**src/verilog/lprsa_defs.vh**
```
`ifndef LPRSA_DEFS_VH
`define LPRSA_DEFS_VH

// Register byte offsets
`define LPRSA_REG_CTRL      8'h00
`define LPRSA_REG_STAT      8'h04
`define LPRSA_REG_SRWORD    8'h08

// Control layout; reset is CL 3, burst length 4
`define LPRSA_CTRL_CL3      0
`define LPRSA_CTRL_BL_HI    3
`define LPRSA_CTRL_BL_LO    1
`define LPRSA_CTRL_RESET    4'h5

// Burst length codes
`define LPRSA_BL_2          3'h1
`define LPRSA_BL_4          3'h2
`define LPRSA_BL_8          3'h3
`define LPRSA_BL_16         3'h4

// Status register layout
`define LPRSA_STAT_VIOL     0
`define LPRSA_STAT_VIOL_CLR 32'h0000_0001

// Command codes on {RAS#, CAS#, WE#} with chip select low
`define LPRSA_CMD_LMR       3'h0
`define LPRSA_CMD_REF       3'h1
`define LPRSA_CMD_PRE       3'h2
`define LPRSA_CMD_ACT       3'h3
`define LPRSA_CMD_WR        3'h4
`define LPRSA_CMD_RD        3'h5
`define LPRSA_CMD_BST       3'h6
`define LPRSA_CMD_NOP       3'h7

// Load-mode bank address that requests status
`define LPRSA_BA_STATUS     2'h1

// Counts in 8 ns clocks: 160 ns status waits, 42 ns row active time rounded up
`define LPRSA_SR_SETUP_CYC  8'h14
`define LPRSA_SR_RECOV_CYC  8'h14
`define LPRSA_TRAS_CYC      8'h06

`endif

```
**src/verilog/lprsa_sync.v**
```verilog
`timescale 1ns/100ps
`default_nettype none

module lprsa_sync #(
    parameter W = 1
) (
    // Clock and reset
    input  wire         clock,
    input  wire         rst_n,
    // Asynchronous inputs and their synchronised copies
    input  wire [W-1:0] din,
    output reg  [W-1:0] dout
);

    reg [W-1:0] meta_r;

    always @(posedge clock) begin
        if (!rst_n) begin
            meta_r <= {W{1'b0}};
            dout   <= {W{1'b0}};
        end else begin
            meta_r <= din;
            dout   <= meta_r;
        end
    end

endmodule

`default_nettype wire

```
**src/verilog/lprsa_core.v**
```verilog
`timescale 1ns/100ps
`default_nettype none
`include "lprsa_defs.vh"

// Overview of operation
// Controller initialises and idles banks before readout
// Load-mode with bank 01, address zero requests status
// Controller waits status setup, only NOP/DESELECT
// Controller waits status recovery after status read
// Status burst is two beats, second don't-care
// Status word holds maker, revision, multiplier, width, density
// Refresh multiplier follows on-die temperature sensor
// Controller activates row, waits before column command
// Controller precharges before new row, respects interval
// Controller spaces activates to different banks
// Read carries bank, column, auto-precharge choice
// First beat after CAS latency, then every edge
// Strobe driven with data, preamble and postamble low
// Outputs released after burst completes
// Read, BST, same-bank PRE truncate non-AP bursts
// Second read after x cycles continues stream
// New read accepted on any cycle; code drops reads that reach the pins during an auto-precharge burst
// Burst terminate stops data after CAS latency
// Controller ends read burst before any write
// Same-bank precharge after x cycles truncates read
// Controller waits precharge time before bank access
// Auto-precharge starts BL/2 cycles after read, tRAS met
// Each strobe serves one byte lane
// CAS latency two or three clocks
// Controller keeps intervals as cycle counts
// Non-NOP during status waits flagged as violation
module lprsa_core #(
    parameter [7:0] MFR_ID     = 8'h5A,
    parameter [3:0] REV_ID     = 4'h1,
    parameter       WIDTH_TYPE = 1'b1,
    parameter [2:0] DENSITY    = 3'h2
) (
    // Clock and reset
    input  wire        clock,
    input  wire        rst_n,
    // Register port
    input  wire [7:0]  regAddr,
    input  wire [31:0] regWrData,
    input  wire        regWr,
    input  wire        regRd,
    output reg  [31:0] regRdData,
    // Memory link: clock and command pins
    input  wire        ckPin,
    input  wire        csPin_n,
    input  wire        rasPin_n,
    input  wire        casPin_n,
    input  wire        wePin_n,
    input  wire [1:0]  baPin,
    input  wire [12:0] addrPin,
    // Memory link: read data and strobes
    output reg  [31:0] dqOut,
    output reg         dqOe,
    output reg  [3:0]  dqsOut,
    output reg  [3:0]  dqsOe,
    // Temperature sensor multiplier code
    input  wire [3:0]  sensorMult
);

    // Pipeline entry fields
    localparam E_V      = 29;
    localparam E_STOP   = 28;
    localparam E_PRE    = 27;
    localparam E_STAT   = 26;
    localparam E_AP     = 25;
    localparam E_BA_HI  = 24;
    localparam E_BA_LO  = 23;
    localparam E_COL_HI = 22;
    localparam E_COL_LO = 13;
    localparam E_ROW_HI = 12;

    // Status readout sequence states
    localparam SR_IDLE  = 2'h0;
    localparam SR_SETUP = 2'h1;
    localparam SR_READY = 2'h2;
    localparam SR_RECOV = 2'h3;

    function [3:0] blPairs;
        input [2:0] code;
        begin
            case (code)
                `LPRSA_BL_2:  blPairs = 4'h1;
                `LPRSA_BL_4:  blPairs = 4'h2;
                `LPRSA_BL_8:  blPairs = 4'h4;
                `LPRSA_BL_16: blPairs = 4'h8;
                default:      blPairs = 4'h2;
            endcase
        end
    endfunction

    // Sequential order, wrapping inside the burst-length block
    function [9:0] nextCol;
        input [9:0] col;
        input [2:0] code;
        reg   [9:0] mask;
        begin
            case (code)
                `LPRSA_BL_2:  mask = 10'h001;
                `LPRSA_BL_4:  mask = 10'h003;
                `LPRSA_BL_8:  mask = 10'h007;
                `LPRSA_BL_16: mask = 10'h00F;
                default:      mask = 10'h003;
            endcase
            nextCol = (col & ~mask) | ((col + 10'h001) & mask);
        end
    endfunction

    // No array behind the pins: each word is a pattern of its own address
    function [31:0] rdWord;
        input [1:0]  ba;
        input [12:0] row;
        input [9:0]  col;
        begin
            rdWord = {ba, row, 7'h00, col};
        end
    endfunction

    // Pin synchronisation; command pins share the delay of the clock pin
    wire [23:0] syncBus;

    lprsa_sync #(
        .W(24)
    ) uSync (
        .clock (clock),
        .rst_n (rst_n),
        .din   ({sensorMult, ckPin, csPin_n, rasPin_n, casPin_n, wePin_n,
                 baPin, addrPin}),
        .dout  (syncBus)
    );

    wire [3:0]  sensS = syncBus[23:20];
    wire        ckS   = syncBus[19];
    wire        csS_n = syncBus[18];
    wire [2:0]  rcwS  = syncBus[17:15];
    wire [1:0]  baS   = syncBus[14:13];
    wire [12:0] addrS = syncBus[12:0];

    reg ckPrev_r;
    wire ckRise = ckS & ~ckPrev_r;
    wire ckFall = ~ckS & ckPrev_r;

    // Control and state registers
    reg  [3:0]  ctrl_r;
    reg         viol_r;
    reg  [1:0]  srState_r;
    reg  [7:0]  srCnt_r;
    reg  [3:0]  bankOpen_r;
    reg  [12:0] openRow_r [0:3];
    reg  [29:0] st1_r;
    reg  [29:0] st2_r;
    reg         bActive_r;
    reg  [3:0]  bPairs_r;
    reg  [9:0]  bCol_r;
    reg  [12:0] bRow_r;
    reg  [1:0]  bBank_r;
    reg         bAp_r;
    reg         bStat_r;
    reg         apPend_r;
    reg  [3:0]  apCnt_r;
    reg  [1:0]  apBank_r;

    wire        cl3    = ctrl_r[`LPRSA_CTRL_CL3];
    wire [2:0]  blCode = ctrl_r[`LPRSA_CTRL_BL_HI:`LPRSA_CTRL_BL_LO];

    // Command decode, only on a link clock rising edge
    wire cmdValid = ckRise & ~csS_n;
    wire isAct    = cmdValid && (rcwS == `LPRSA_CMD_ACT);
    wire isRd     = cmdValid && (rcwS == `LPRSA_CMD_RD);
    wire isBst    = cmdValid && (rcwS == `LPRSA_CMD_BST);
    wire isPre    = cmdValid && (rcwS == `LPRSA_CMD_PRE);
    wire isLmr    = cmdValid && (rcwS == `LPRSA_CMD_LMR);
    wire isOther  = cmdValid && (rcwS != `LPRSA_CMD_NOP);
    wire isStatReq = isLmr && (baS == `LPRSA_BA_STATUS)
                     && (addrS == 13'h0000);
    wire srRdy    = (srState_r == SR_READY);

    wire [31:0] statusWord = {12'h000, DENSITY, WIDTH_TYPE, sensS,
                              REV_ID, MFR_ID};

    // Per-bank row active time
    wire [3:0] rasMet;
    genvar gi;
    generate
        for (gi = 0; gi < 4; gi = gi + 1) begin : gBank
            reg [7:0] rasCnt_r;
            always @(posedge clock) begin
                if (!rst_n) begin
                    rasCnt_r <= 8'h00;
                end else if (isAct && (baS == gi[1:0])) begin
                    rasCnt_r <= 8'h00;
                end else if (rasCnt_r != 8'hFF) begin
                    rasCnt_r <= rasCnt_r + 8'h01;
                end
            end
            assign rasMet[gi] = (rasCnt_r >= `LPRSA_TRAS_CYC);
        end
    endgenerate

    // New pipeline entry: reads, and the truncating commands
    wire [29:0] newEnt = isRd ?
        {1'b1, 1'b0, 1'b0, srRdy, srRdy ? 1'b0 : addrS[10], baS,
         addrS[9:0], openRow_r[baS]} :
        (isBst | isPre) ?
        {1'b1, 1'b1, isPre, 1'b0, addrS[10], baS, 10'h000, 13'h0000} :
        30'h0000_0000;

    // Entry reaching the pins at this rising edge: CAS latency minus one
    wire [29:0] emEnt = cl3 ? st2_r : st1_r;
    wire        busy  = bActive_r && (bPairs_r != 4'h0);
    wire        emRead = emEnt[E_V] && !emEnt[E_STOP];
    wire        loadNew = ckRise && emRead && !(busy && bAp_r);
    wire        emStopBank = !emEnt[E_PRE] || emEnt[E_AP]
                             || (emEnt[E_BA_HI:E_BA_LO] == bBank_r);
    wire        stopHit = ckRise && emEnt[E_V] && emEnt[E_STOP] && busy
                          && !bAp_r && emStopBank;
    wire        apFire = apPend_r && (apCnt_r == 4'h0) && rasMet[apBank_r];

    wire [9:0]  loadCol = emEnt[E_COL_HI:E_COL_LO];
    wire [9:0]  fallCol = nextCol(bCol_r, blCode);

    always @(posedge clock) begin
        if (!rst_n) begin
            ckPrev_r <= 1'b0;
            st1_r    <= 30'h0000_0000;
            st2_r    <= 30'h0000_0000;
        end else begin
            ckPrev_r <= ckS;
            if (ckRise) begin
                st1_r <= newEnt;
                st2_r <= st1_r;
            end
        end
    end

    // Burst engine and pin drivers
    always @(posedge clock) begin
        if (!rst_n) begin
            bActive_r <= 1'b0;
            bPairs_r  <= 4'h0;
            bCol_r    <= 10'h000;
            bRow_r    <= 13'h0000;
            bBank_r   <= 2'h0;
            bAp_r     <= 1'b0;
            bStat_r   <= 1'b0;
            dqOut     <= 32'h0000_0000;
            dqOe      <= 1'b0;
            dqsOut    <= 4'h0;
            dqsOe     <= 4'h0;
        end else if (ckRise) begin
            if (loadNew) begin
                bActive_r <= 1'b1;
                bPairs_r  <= emEnt[E_STAT] ? 4'h1 : blPairs(blCode);
                bCol_r    <= loadCol;
                bRow_r    <= emEnt[E_ROW_HI:0];
                bBank_r   <= emEnt[E_BA_HI:E_BA_LO];
                bAp_r     <= emEnt[E_AP];
                bStat_r   <= emEnt[E_STAT];
                dqOut     <= emEnt[E_STAT] ? statusWord :
                             rdWord(emEnt[E_BA_HI:E_BA_LO], emEnt[E_ROW_HI:0], loadCol);
                dqOe      <= 1'b1;
                dqsOut    <= 4'hF;
                dqsOe     <= 4'hF;
            end else if (busy && !stopHit) begin
                dqOut  <= rdWord(bBank_r, bRow_r, bCol_r);
                dqsOut <= 4'hF;
            end else begin
                bActive_r <= 1'b0;
                bPairs_r  <= 4'h0;
                dqOe      <= 1'b0;
                dqsOe     <= 4'h0;
                dqsOut    <= 4'h0;
            end
        end else if (ckFall) begin
            if (busy) begin
                dqOut    <= bStat_r ? 32'h0000_0000 :
                            rdWord(bBank_r, bRow_r, fallCol);
                dqsOut   <= 4'h0;
                bPairs_r <= bPairs_r - 4'h1;
                bCol_r   <= nextCol(fallCol, blCode);
            end else if (emRead) begin
                dqsOut <= 4'h0;
                dqsOe  <= 4'hF;
            end
        end
    end

    // Bank rows and auto-precharge
    integer bi;
    always @(posedge clock) begin
        if (!rst_n) begin
            bankOpen_r <= 4'h0;
            apPend_r   <= 1'b0;
            apCnt_r    <= 4'h0;
            apBank_r   <= 2'h0;
            for (bi = 0; bi < 4; bi = bi + 1) begin
                openRow_r[bi] <= 13'h0000;
            end
        end else begin
            for (bi = 0; bi < 4; bi = bi + 1) begin
                if (isAct && (baS == bi[1:0])) begin
                    bankOpen_r[bi] <= 1'b1;
                    openRow_r[bi]  <= addrS;
                end else if ((isPre && (addrS[10] || (baS == bi[1:0])))
                             || (apFire && (apBank_r == bi[1:0]))) begin
                    bankOpen_r[bi] <= 1'b0;
                end
            end
            if (isRd && addrS[10] && !srRdy) begin
                apPend_r <= 1'b1;
                apCnt_r  <= blPairs(blCode);
                apBank_r <= baS;
            end else if (apFire) begin
                apPend_r <= 1'b0;
            end else if (ckRise && apPend_r && (apCnt_r != 4'h0)) begin
                apCnt_r <= apCnt_r - 4'h1;
            end
        end
    end

    // Status readout sequence and protocol watch
    reg  [1:0] srState_nxt;
    reg  [7:0] srCnt_nxt;
    reg        violSet;

    always @* begin
        srState_nxt = srState_r;
        srCnt_nxt   = srCnt_r;
        violSet     = 1'b0;
        case (srState_r)
            SR_IDLE: begin
                if (isStatReq) begin
                    srState_nxt = SR_SETUP;
                    srCnt_nxt   = `LPRSA_SR_SETUP_CYC;
                    violSet     = (bankOpen_r != 4'h0);
                end
            end
            SR_SETUP: begin
                violSet = isOther;
                if (srCnt_r <= 8'h01) begin
                    srState_nxt = SR_READY;
                    srCnt_nxt   = 8'h00;
                end else begin
                    srCnt_nxt = srCnt_r - 8'h01;
                end
            end
            SR_READY: begin
                if (isRd) begin
                    srState_nxt = SR_RECOV;
                    srCnt_nxt   = `LPRSA_SR_RECOV_CYC;
                end else if (isOther) begin
                    violSet     = 1'b1;
                    srState_nxt = SR_IDLE;
                end
            end
            SR_RECOV: begin
                violSet = isOther;
                if (srCnt_r <= 8'h01) begin
                    srState_nxt = SR_IDLE;
                    srCnt_nxt   = 8'h00;
                end else begin
                    srCnt_nxt = srCnt_r - 8'h01;
                end
            end
            default: begin
                srState_nxt = SR_IDLE;
                srCnt_nxt   = 8'h00;
            end
        endcase
    end

    wire violClr = regWr && (regAddr == `LPRSA_REG_STAT) && regWrData[`LPRSA_STAT_VIOL];

    // Register port; a set in the cycle of a clear keeps the flag
    always @(posedge clock) begin
        if (!rst_n) begin
            srState_r <= SR_IDLE;
            srCnt_r   <= 8'h00;
            viol_r    <= 1'b0;
            ctrl_r    <= `LPRSA_CTRL_RESET;
            regRdData <= 32'h0000_0000;
        end else begin
            srState_r <= srState_nxt;
            srCnt_r   <= srCnt_nxt;
            viol_r    <= (viol_r & ~violClr) | violSet;
            if (regWr && (regAddr == `LPRSA_REG_CTRL)) begin
                ctrl_r <= regWrData[3:0];
            end
            if (regRd) begin
                case (regAddr)
                    `LPRSA_REG_CTRL:   regRdData <= {28'h000_0000, ctrl_r};
                    `LPRSA_REG_STAT:   regRdData <= {24'h00_0000, srState_r,
                                                     bActive_r, bankOpen_r, viol_r};
                    `LPRSA_REG_SRWORD: regRdData <= statusWord;
                    default:           regRdData <= 32'h0000_0000;
                endcase
            end else begin
                regRdData <= 32'h0000_0000;
            end
        end
    end

endmodule

`default_nettype wire

```
**config.mk**
```make
export PLATFORM = sky130hd
export DESIGN_NAME = lprsa_core
export DESIGN_NICKNAME = d
export VERILOG_FILES = /design/src/verilog/lprsa_sync.v /design/src/verilog/lprsa_core.v
export VERILOG_INCLUDE_DIRS = /design/src /design/src/verilog
export SDC_FILE = /design/constraint.sdc
export NUM_CORES = 1
export LEC_CHECK = 0
export ABC_AREA = 1
export BUFFER_PORTS_ARGS = -buffer_cell sky130_fd_sc_hd__clkbuf_2
export CAP_MARGIN = 20
export CORE_UTILIZATION = 35
export CTS_BUF_LIST = sky130_fd_sc_hd__clkbuf_2 sky130_fd_sc_hd__clkbuf_4 sky130_fd_sc_hd__clkbuf_8
export DETAILED_ROUTE_END_ITERATION = 8
export HOLD_SLACK_MARGIN = 0.1
export PLACE_DENSITY = 0.59
export SLEW_MARGIN = 5
export SYNTH_ARGS = -nofsm -noshare
export SYNTH_HDL_FRONTEND = slang
export SYNTH_SLANG_ARGS = --single-unit
export TNS_END_PERCENT = 50
```
**constraint.sdc**
```tcl
create_clock -name clock -period 4.3 [get_ports clock]
set_clock_uncertainty 0.2 [all_clocks]
set_input_delay 0.86 -clock clock [delete_from_list [all_inputs] [get_ports clock]]
set_output_delay 0.86 -clock clock [all_outputs]
set_load 0.005 [all_outputs]
```
Yosys cells after proc, flatten, opt, wreduce, memory -nomap -nowiden:

Memory sizes are Yosys's and may differ from the RTL's. A register that Yosys moved wholly into a read port is not among the register bits.
Cells that the tools add are included.

* eq/ne operators: 35
* add/subtract/negate cells: 9
* bitwise logic cells: 23
* reduce and logical (&&, ||, !) cells: 92
* magnitude comparators: 6
* muxes and demuxes: 88

Operators with widths (number)
* 2-to-1 mux 32 bit: 7
* 2-to-1 mux 30 bit: 3
* 2-to-1 mux 10 bit: 8
* 2-to-1 mux 4 bit: 20
* one-hot mux 19 bit (3 select lines): 1
* 2-to-1 mux 13 bit: 4
* AND 10 bit: 4
* logical AND 1 bit: 40
* adder 8 x 1 -> 8 bit, second input constant: 4
* >= comparator 8 x 3 -> 1 bit, second input constant: 4
* != test 8 bit, second input constant: 4
* 2-to-1 mux 1 bit: 30
* 2-to-1 mux 8 bit: 3
* one-hot mux 4 bit (3 select lines): 2
* one-hot mux 8 bit (3 select lines): 1
* adder 10 x 1 -> 10 bit, second input constant: 2
* inverter 10 bit: 2
* OR 10 bit: 2
* nonzero test 2 bit: 9
* logical NOT 13 bit: 1
* equality test 2 bit, second input constant: 6
* 2-to-1 mux 2 bit: 6
* != test 2 bit, second input constant: 6
* AND reduction 2 bit: 6
* other kinds (31): 78

* input port bits: 68
* RAM bits: 52
* output and inout port bits: 73
* memories: 1
* word-level logic and storage cells: 285
* bits in registers: 271

Memory list
* openRow_r: words 4, width 13, read ports 1, clocked after memory_dff 1, wr ports 4, RTL line lprsa_core.v:152 `reg [12:0] openRow_r [0:3];`

Depth between registers and ports, before layout:

Gate-level depths: netlist (run 1).

* depth in word-level cells: 12
* mapped depth: 16
* mapped depth without buffers: 14

Modules after synthesis:

From an unflattened synthesis (run 1), not the netlist that was laid out.

* cell total of the unflattened synthesis: 1749
* area, all modules: 13072.5 um^2

By module, submodules not included
* lprsa_core: cells each 1600, sequential area each 5485.3 um^2, area each 11711.2 um^2, instances 1
* lprsa_sync: cells each 149, sequential area each 960.9 um^2, area each 1361.3 um^2, instances 1

Worst setup path after synthesis (run 1):

No wires, ideal clock.

* path kind: reg2reg
* start: register uSync.dout[19]
* end: memory openRow_r[0][0] (enable)
* cell stages (with the launch flop): 9
* arrival: 1.668 ns
* clock period less this slack: 2.244 ns
* path slack: 2.056 ns
* required time: 3.725 ns
* path buffers: 1
* setup time: 0.375 ns
* path through: dfxtp_1 -> ha_1 -> buf_2 -> nand2_1 -> nor3_2 -> inv_1 -> nor2_1 -> inv_1 -> nand2_1

RTL lines
* start, declared: RTL line lprsa_sync.v:12 `output reg [W-1:0] dout`
* start signal, assigned: RTL line lprsa_sync.v:20 `dout <= {W{1'b0}};`
* start signal, assigned: RTL line lprsa_sync.v:23 `dout <= meta_r;`
* end, declared: RTL line lprsa_core.v:152

Worst setup path after layout (run 1):

* start: register ctrl_r[0]
* end: register dqOut[14]

* word-level cells in the longest chain between the ends: 10
* elaborated cells between the ends (all ways): 21
* classes of those cells: eq/ne (2); mux (4); reduce/logical (15)

Ends and longest elaborated chain
* start, declared: RTL line lprsa_core.v:147 `reg [3:0] ctrl_r;`
* start signal, assigned: RTL line lprsa_core.v:383 `` ctrl_r <= `LPRSA_CTRL_RESET; ``
* start signal, assigned: RTL line lprsa_core.v:390 `ctrl_r <= regWrData[3:0];`
* 2-to-1 mux 30 bit (*): RTL line lprsa_core.v:212 `wire [29:0] emEnt = cl3 ? st2_r : st1_r;`
* logical AND 1 bit (3 in series): RTL line lprsa_core.v:218 `wire stopHit = ckRise && emEnt[E_V] && emEnt[E_STOP] && busy`
* logical AND 1 bit (2 in series): RTL line lprsa_core.v:219 `&& !bAp_r && emStopBank;`
* logical NOT 1 bit: RTL line lprsa_core.v:267 `end else if (busy && !stopHit) begin`
* logical AND 1 bit: RTL line lprsa_core.v:267
* != test 3 x 1 -> 1 bit (no line)
* AND reduction 3 bit (no line)
* end signal, assigned: RTL line lprsa_core.v:262 `dqOut <= emEnt[E_STAT] ? statusWord :`
* end signal, assigned: RTL line lprsa_core.v:268 `dqOut <= rdWord(bBank_r, bRow_r, bCol_r);`
* end signal, assigned: RTL line lprsa_core.v:279 `dqOut <= bStat_r ? 32'h0000_0000 :`
* end, declared: RTL line lprsa_core.v:56 `output reg [31:0] dqOut,`

Mark *: on every way between the ends. The rest lies on a longest branch, timed or not.
A chain may end at the register's enable or synchronous reset.

==> results of run 1 <==
==> cell usage after synthesis (all sizes together), types with 2 or more instances <==
master	number	share of area [%]
nor3	26	1.1
o22ai	2	0.096
o221ai	2	0.13
nand4	13	0.67
inv	237	6.9
nand2	445	13
edfxtp	52	12
a21oi	142	5.4
xnor2	2	0.13
xor2	11	0.74
dfxtp	244	37
clkbuf	42	1.2
or2	3	0.14
buf	51	2.9
a22oi	26	1.5
nor2	199	5.9
o21ai	109	4.2
nor4	5	0.24
ha	17	1.6
nand3	72	2.8
a211oi	9	0.52
o21bai	6	0.35
o211ai	4	0.23
==> where the power goes <==
group | internal (mW) | switching, mW
Combinational | 0.141 | 0.301
Clock | 1.58 | 1.11
Sequential | 2.91 | 0.0527
==> final timing paths <==
path	depth (start not counted)	endpoint	startpoint
worst max-delay path	10	dqOut[14]	ctrl_r[0]
worst min-delay path	2	uSync.dout[20]	uSync.meta_r[20]
worst max register to register	10	dqOut[14]	ctrl_r[0]
worst min register to register	2	uSync.dout[20]	uSync.meta_r[20]
==> metrics by stage <==
stage	util [%]	instance area (sq um)	setup slack (ns)	cells	hold slack [ns]
6_report	40.4	14800	1.25	2312	0.200
3_5_place_dp	37.4	13700	1.24	2222	0.197
3_3_place_gp	37.4	13700	1.30	2222	0.195
2_1_floorplan	-	13100	2.06	1744	0.190
5_1_grt	40.4	14800	0.851	2312	0.220
4_1_cts	40.4	14800	1.23	2312	0.207
==> layer usage <==
metal	share of wire (%)	track usage, %	wire (microns)
met5	0	0	0
met4	1.8	4.49	539
met3	4.7	2.40	1380
met2	43	24.0	12500
met1	51	22.8	15000
==> final cells by class <==
cell class,count,area (sq um)
Inverter,238,898
Timing Repair Buffer,103,543
Clock inverter,12,115
Fill cell,3802,21800
Tap cell,468,586
Clock buffer,78,986
Sequential cell,296,6450
Multi-Input combinational cell,1117,5230
==> flip-flops by register name (all words and copies together) (netlist names), 24 cells and up <==
signal and count:
openRow_r 52, gBank.rasCnt_r 32, dqOut 30, st1_r 30, st2_r 30, uSync.dout 24
uSync.meta_r 24
==> critical path: stages, from the launching register on <==
cell and delay, ns:
dfxtp_1 0.48, buf_4 0.47, nand2_1 0.09, nand2_1 0.14, nand2_2 0.08, nor2_4 0.14, nand2_4 0.15, nand2_2 0.25
nand2_2 0.54, nand2_1 0.22, a21oi_1 0.10
==> cell families after synthesis <==
kind of cell | after synthesis | share of synthesized area, %
adders and majority gates | 17 | 1.63
buffers and inverters | 331 | 11.0
other | 1 | 0.0288
xor gates and xnor gates | 13 | 0.873
and+or+nand+nor | 764 | 24.3
AOI/OAI and AO/OA | 304 | 12.8
DFF | 296 | 49.4
==> results.json, run 1 <==
{
  "final_common_cell": "nand2_1",
  "cts_tree": "done",
  "setup_viol": 0,
  "period_share_pct": 70.9,
  "drt_pass1_iterations": 6,
  "htreeDepth": 2,
  "grt_pass1_vias": 10100,
  "r2r_slack_ns": 1.25,
  "worstPathRequired_ns": 4.47,
  "power_mw": 6.09,
  "syn_to_final_growth_pct": 13.5,
  "via_count": 10700,
  "clock-root-buffer": "clkbuf_8",
  "clk_pin_slew_worst_paths_ns": 0.06,
  "totalNegativeSetupSlack_ns": 0,
  "final_antenna_net_count": 0,
  "start_kind": "register",
  "criticalPathCategory": "register to register",
  "diodes": 0,
  "postCtsSetupBuffers": 0,
  "io_buffers": 93,
  "ys_ff_latch": 296,
  "core_sq_um": 36600,
  "grt_max_degree": 71,
  "clock_latency_ns": 0.56,
  "synth_edf_count": 52,
  "fp.dieW_microns": 195,
  "syn_inst": 1726,
  "worst_pin_slew_ns": 1.03,
  "avgSynthCellArea_sq_um": 7.56,
  "initial_core_util_pct": 35.6,
  "cts_buffer_depth": 3,
  "final_cell_mix": "nand2_1, dfxtp_1, inv_1, nor2_1, a21oi_1",
  "totalWireLength_mm": 29.5,
  "gp_congestion": 0.838,
  "hold_class": "register to register",
  "die_h_microns": 195,
  "vias_per_cell": 4.65,
  "grt_pass1_wl_mm": 49.9,
  "holdBufCountCts": 0,
  "arrival_ns": 3.22,
  "ys_seq_area_share_pct": 49.4,
  "status": "complete, no violations",
  "peakVddDrop_mv": 0.182,
  "crit_fanout": 53,
  "clock-sinks": 296,
  "hold_viol_final": 0,
  "max-cap-violations": 0,
  "antenna_found_initial": 0,
  "hpwl_mm": 19.9,
  "ys_warn_count": 0,
  "async_flop_share_pct": 0,
  "row_count": 70,
  "overflow": 0,
  "ctsResizeCount": 0,
  "final.min_clock_period_ns": 3.05,
  "syn_area_sq_um": 13000,
  "die_area_sq_um": 38000,
  "drtIter0Drc": 585,
  "numCtsBuffers": 50,
  "grt_usage_pct": 15.7,
  "wl_per_cell_microns": 12.7,
  "synth_ff_type": "dfxtp_1",
  "drv_slew": 0,
  "grt_setup_unrepaired": "no",
  "ioPinCount": 141,
  "drive_above_1_share_pct": 12.7,
  "pwr_density_cell_nw_per_um2": 411,
  "worst_setup_path_end_kind": "register",
  "synth_cell_types": 45,
  "drc": 0,
  "p_leak_nw": 6.63,
  "clock.fmax_mhz": 328,
  "final_nets": 1891,
  "slew_headroom_pct": 31.2
}
Note: power is estimated with default switching activity, not from simulation.
==> run 2: changes to the inputs <==
--- a/config.mk
+++ b/config.mk
@@ -13,7 +13,7 @@
 export CTS_BUF_LIST = sky130_fd_sc_hd__clkbuf_2 sky130_fd_sc_hd__clkbuf_4 sky130_fd_sc_hd__clkbuf_8
 export DETAILED_ROUTE_END_ITERATION = 8
 export HOLD_SLACK_MARGIN = 0.1
-export PLACE_DENSITY = 0.59
+export PLACE_DENSITY = 0.61
 export SLEW_MARGIN = 5
 export SYNTH_ARGS = -nofsm -noshare
 export SYNTH_HDL_FRONTEND = slang
==> constraint.sdc (replaced) <==
create_clock -name clock -period 2.8 [get_ports clock]
set_clock_uncertainty 0.2 [all_clocks]
set_input_delay 0.56 -clock clock [delete_from_list [all_inputs] [get_ports clock]]
set_output_delay 0.56 -clock clock [all_outputs]
set_load 0.005 [all_outputs]
==> results.json, run 2 (synthesized netlist as in run 1, its figures left out) <==
{
  "power_switching_mw": 2.25,
  "io_buffers": 93,
  "final.min_clock_period_ns": 2.43,
  "pwr-share-seq_pct": 48.7,
  "grt_max_degree": 64,
  "slew_headroom_pct": 56.3,
  "totalNegativeSetupSlack_ns": 0,
  "die_h_microns": 195,
  "syn_to_final_growth_pct": 16.6,
  "drive_above_1_share_pct": 13.0,
  "wl_per_cell_microns": 12.6,
  "cts_buffer_depth": 3,
  "worstPathRequired_ns": 3.09,
  "worst_setup_path_end_kind": "register",
  "worst_pin_slew_ns": 0.654,
  "overflow": 0,
  "grt_pass1_vias": 10300,
  "core_sq_um": 36600,
  "totalWireLength_mm": 29.7,
  "r2r_slack_ns": 0.37,
  "vias_per_cell": 4.67,
  "regMostFlops": "openRow_r",
  "diodes": 0,
  "clock.fmax_mhz": 411,
  "grt_usage_pct": 15.7,
  "fp.dieW_microns": 195,
  "criticalPathCategory": "register to register",
  "status": "complete, no violations",
  "peakVddDrop_mv": 0.393,
  "arrival_ns": 2.72,
  "gp_congestion": 0.851,
  "largest_reg_flops": 52,
  "drt_pass1_iterations": 6,
  "wl_met2_mm": 12.9,
  "p_leak_nw": 6.81,
  "die_area_sq_um": 38000,
  "ioPinCount": 141,
  "r2r_cells": 11,
  "grt_pass1_wl_mm": 49.8,
  "clkPwrFrac_pct": 43.7,
  "cpMaxStageDelayCell": "o21ai_0",
  "crit_chain": "inv_1 > ha_1 > inv_1 > nor2_1 > nand2_1 > nand2_1 > o21ai_0 > nand2_1 > nand2_2 > nand2_1 > a21oi_1",
  "final_common_cell": "nand2_1",
  "hold_class": "primary input to register",
  "critical_path.most_common_cell": "nand2_1",
  "start_kind": "register",
  "cts_tree": "done",
  "reg.largest.list": "openRow_r: 52 flops, gBank.rasCnt_r: 32 flops",
  "internal_power_mw": 7.08,
  "postLayoutCellArea_sq_um": 15200,
  "htreeDepth": 2,
  "antenna_found_initial": 0,
  "crit_fanout": 5,
  "min_to": "ctrl_r[0]",
  "initial_core_util_pct": 35.6,
  "period_share_pct": 86.8,
  "hp-start": "regWrData[0]",
  "final_nets": 1931,
  "final_antenna_net_count": 0,
  "setup_viol": 0,
  "timing.hold.ws_ns": 0.146,
  "clock_latency_ns": 0.57,
  "max-cap-violations": 0,
  "switching_share_pct": 24.1,
  "drv_slew": 0,
  "drc": 0,
  "p_comb_share_pct": 7.7,
  "final_cell_mix": "nand2_1, dfxtp_1, inv_1, nor2_1, a21oi_1",
  "row_count": 70,
  "grt_setup_unrepaired": "no",
  "drtIter0Drc": 797,
  "clock-sinks": 296,
  "clock-root-buffer": "clkbuf_8",
  "wl_met3_mm": 1.74,
  "numCtsBuffers": 48,
  "hold_viol_final": 0,
  "hold_depth": 3,
  "power_mw": 9.33,
  "placed_cell_area_sq_um": 13800,
  "r2r_start": "bPairs_r[0]",
  "clk_pin_slew_worst_paths_ns": 0.06,
  "via_count": 11000,
  "wl_met1_mm": 14.4,
  "pwr_density_cell_nw_per_um2": 614,
  "r2r_end": "bPairs_r[0]",
  "max_stage_delay_ns": 0.52,
  "highest-signal-layer": "met4",
  "hpwl_mm": 20.0
}
run 2: how the worst max path moves through the flow:
stage               slack [ns]              end  depth (start not counted)      startpoint
floorplan                 0.56  openRow_r[0][0]                          8  uSync.dout[19]
global placement          0.46        dqOut[31]                         13     bPairs_r[0]
detailed placement        0.43      bPairs_r[0]                         11     bPairs_r[0]
CTS                       0.41        dqOut[31]                         13     bPairs_r[0]
global route              0.19         dqOut[0]                         15     bPairs_r[0]
finish                    0.37      bPairs_r[0]                         11     bPairs_r[0]
run 2: through the flow:
stage                     std cells  util, %  worst slack (ns)
after detailed placement       2236     37.8             0.428
after global routing           2351     41.5             0.190
after CTS                      2351     41.5             0.409
final                          2351     41.5             0.369
after global placement         2236     37.8             0.462
after floorplan                1744        -             0.556
run 2: power groups by stage:
stage / clock network (mW) / registers [mW] / logic [mW]
3_3_place_gp: 0 / 4.63 / 0.671
6_report: 4.07 / 4.54 / 0.715
4_1_cts: 4.19 / 4.54 / 0.715
2_1_floorplan: 0 / 4.60 / 0.533
3_5_place_dp: 0 / 4.63 / 0.683
5_1_grt: 4.38 / 4.55 / 0.823
run 2: repair_timing:
item / in CTS / in global routing
buffers inserted: 0 / 0
hold endpoints to repair: 28 / 0
setup endpoints to repair: 0 / 0
gates resized for setup: 0 / 0
hold buffers: 28 / 0
run 2: cell type report:
class                      instances  area, sq um
fill                            3723        21400
sequential                       296         6450
multi-input combinational       1117         5230
clock buffer                      81         1010
timing repair buffer             145          966
inverter                         238          898
tap                              468          586
clock inverter                     6         60.1
run 2: per-layer routing:
layer | up-vias | GRT usage, %
li1 | 5687 | -
met1 | 4965 | 22.2
met2 | 274 | 24.1
met3 | 51 | 2.85
met4 | 0 | 4.90
met5 | - | 0
run 2: worst max-delay path, delay by kind of cell, from the launching register on:
kind                       cells  cell delay, ns
and+or+nand+nor                6            0.78
AOI/OAI and AO/OA              2            0.65
DFF                            1            0.39
adders and majority gates      1            0.21
buffers and inverters          2            0.12
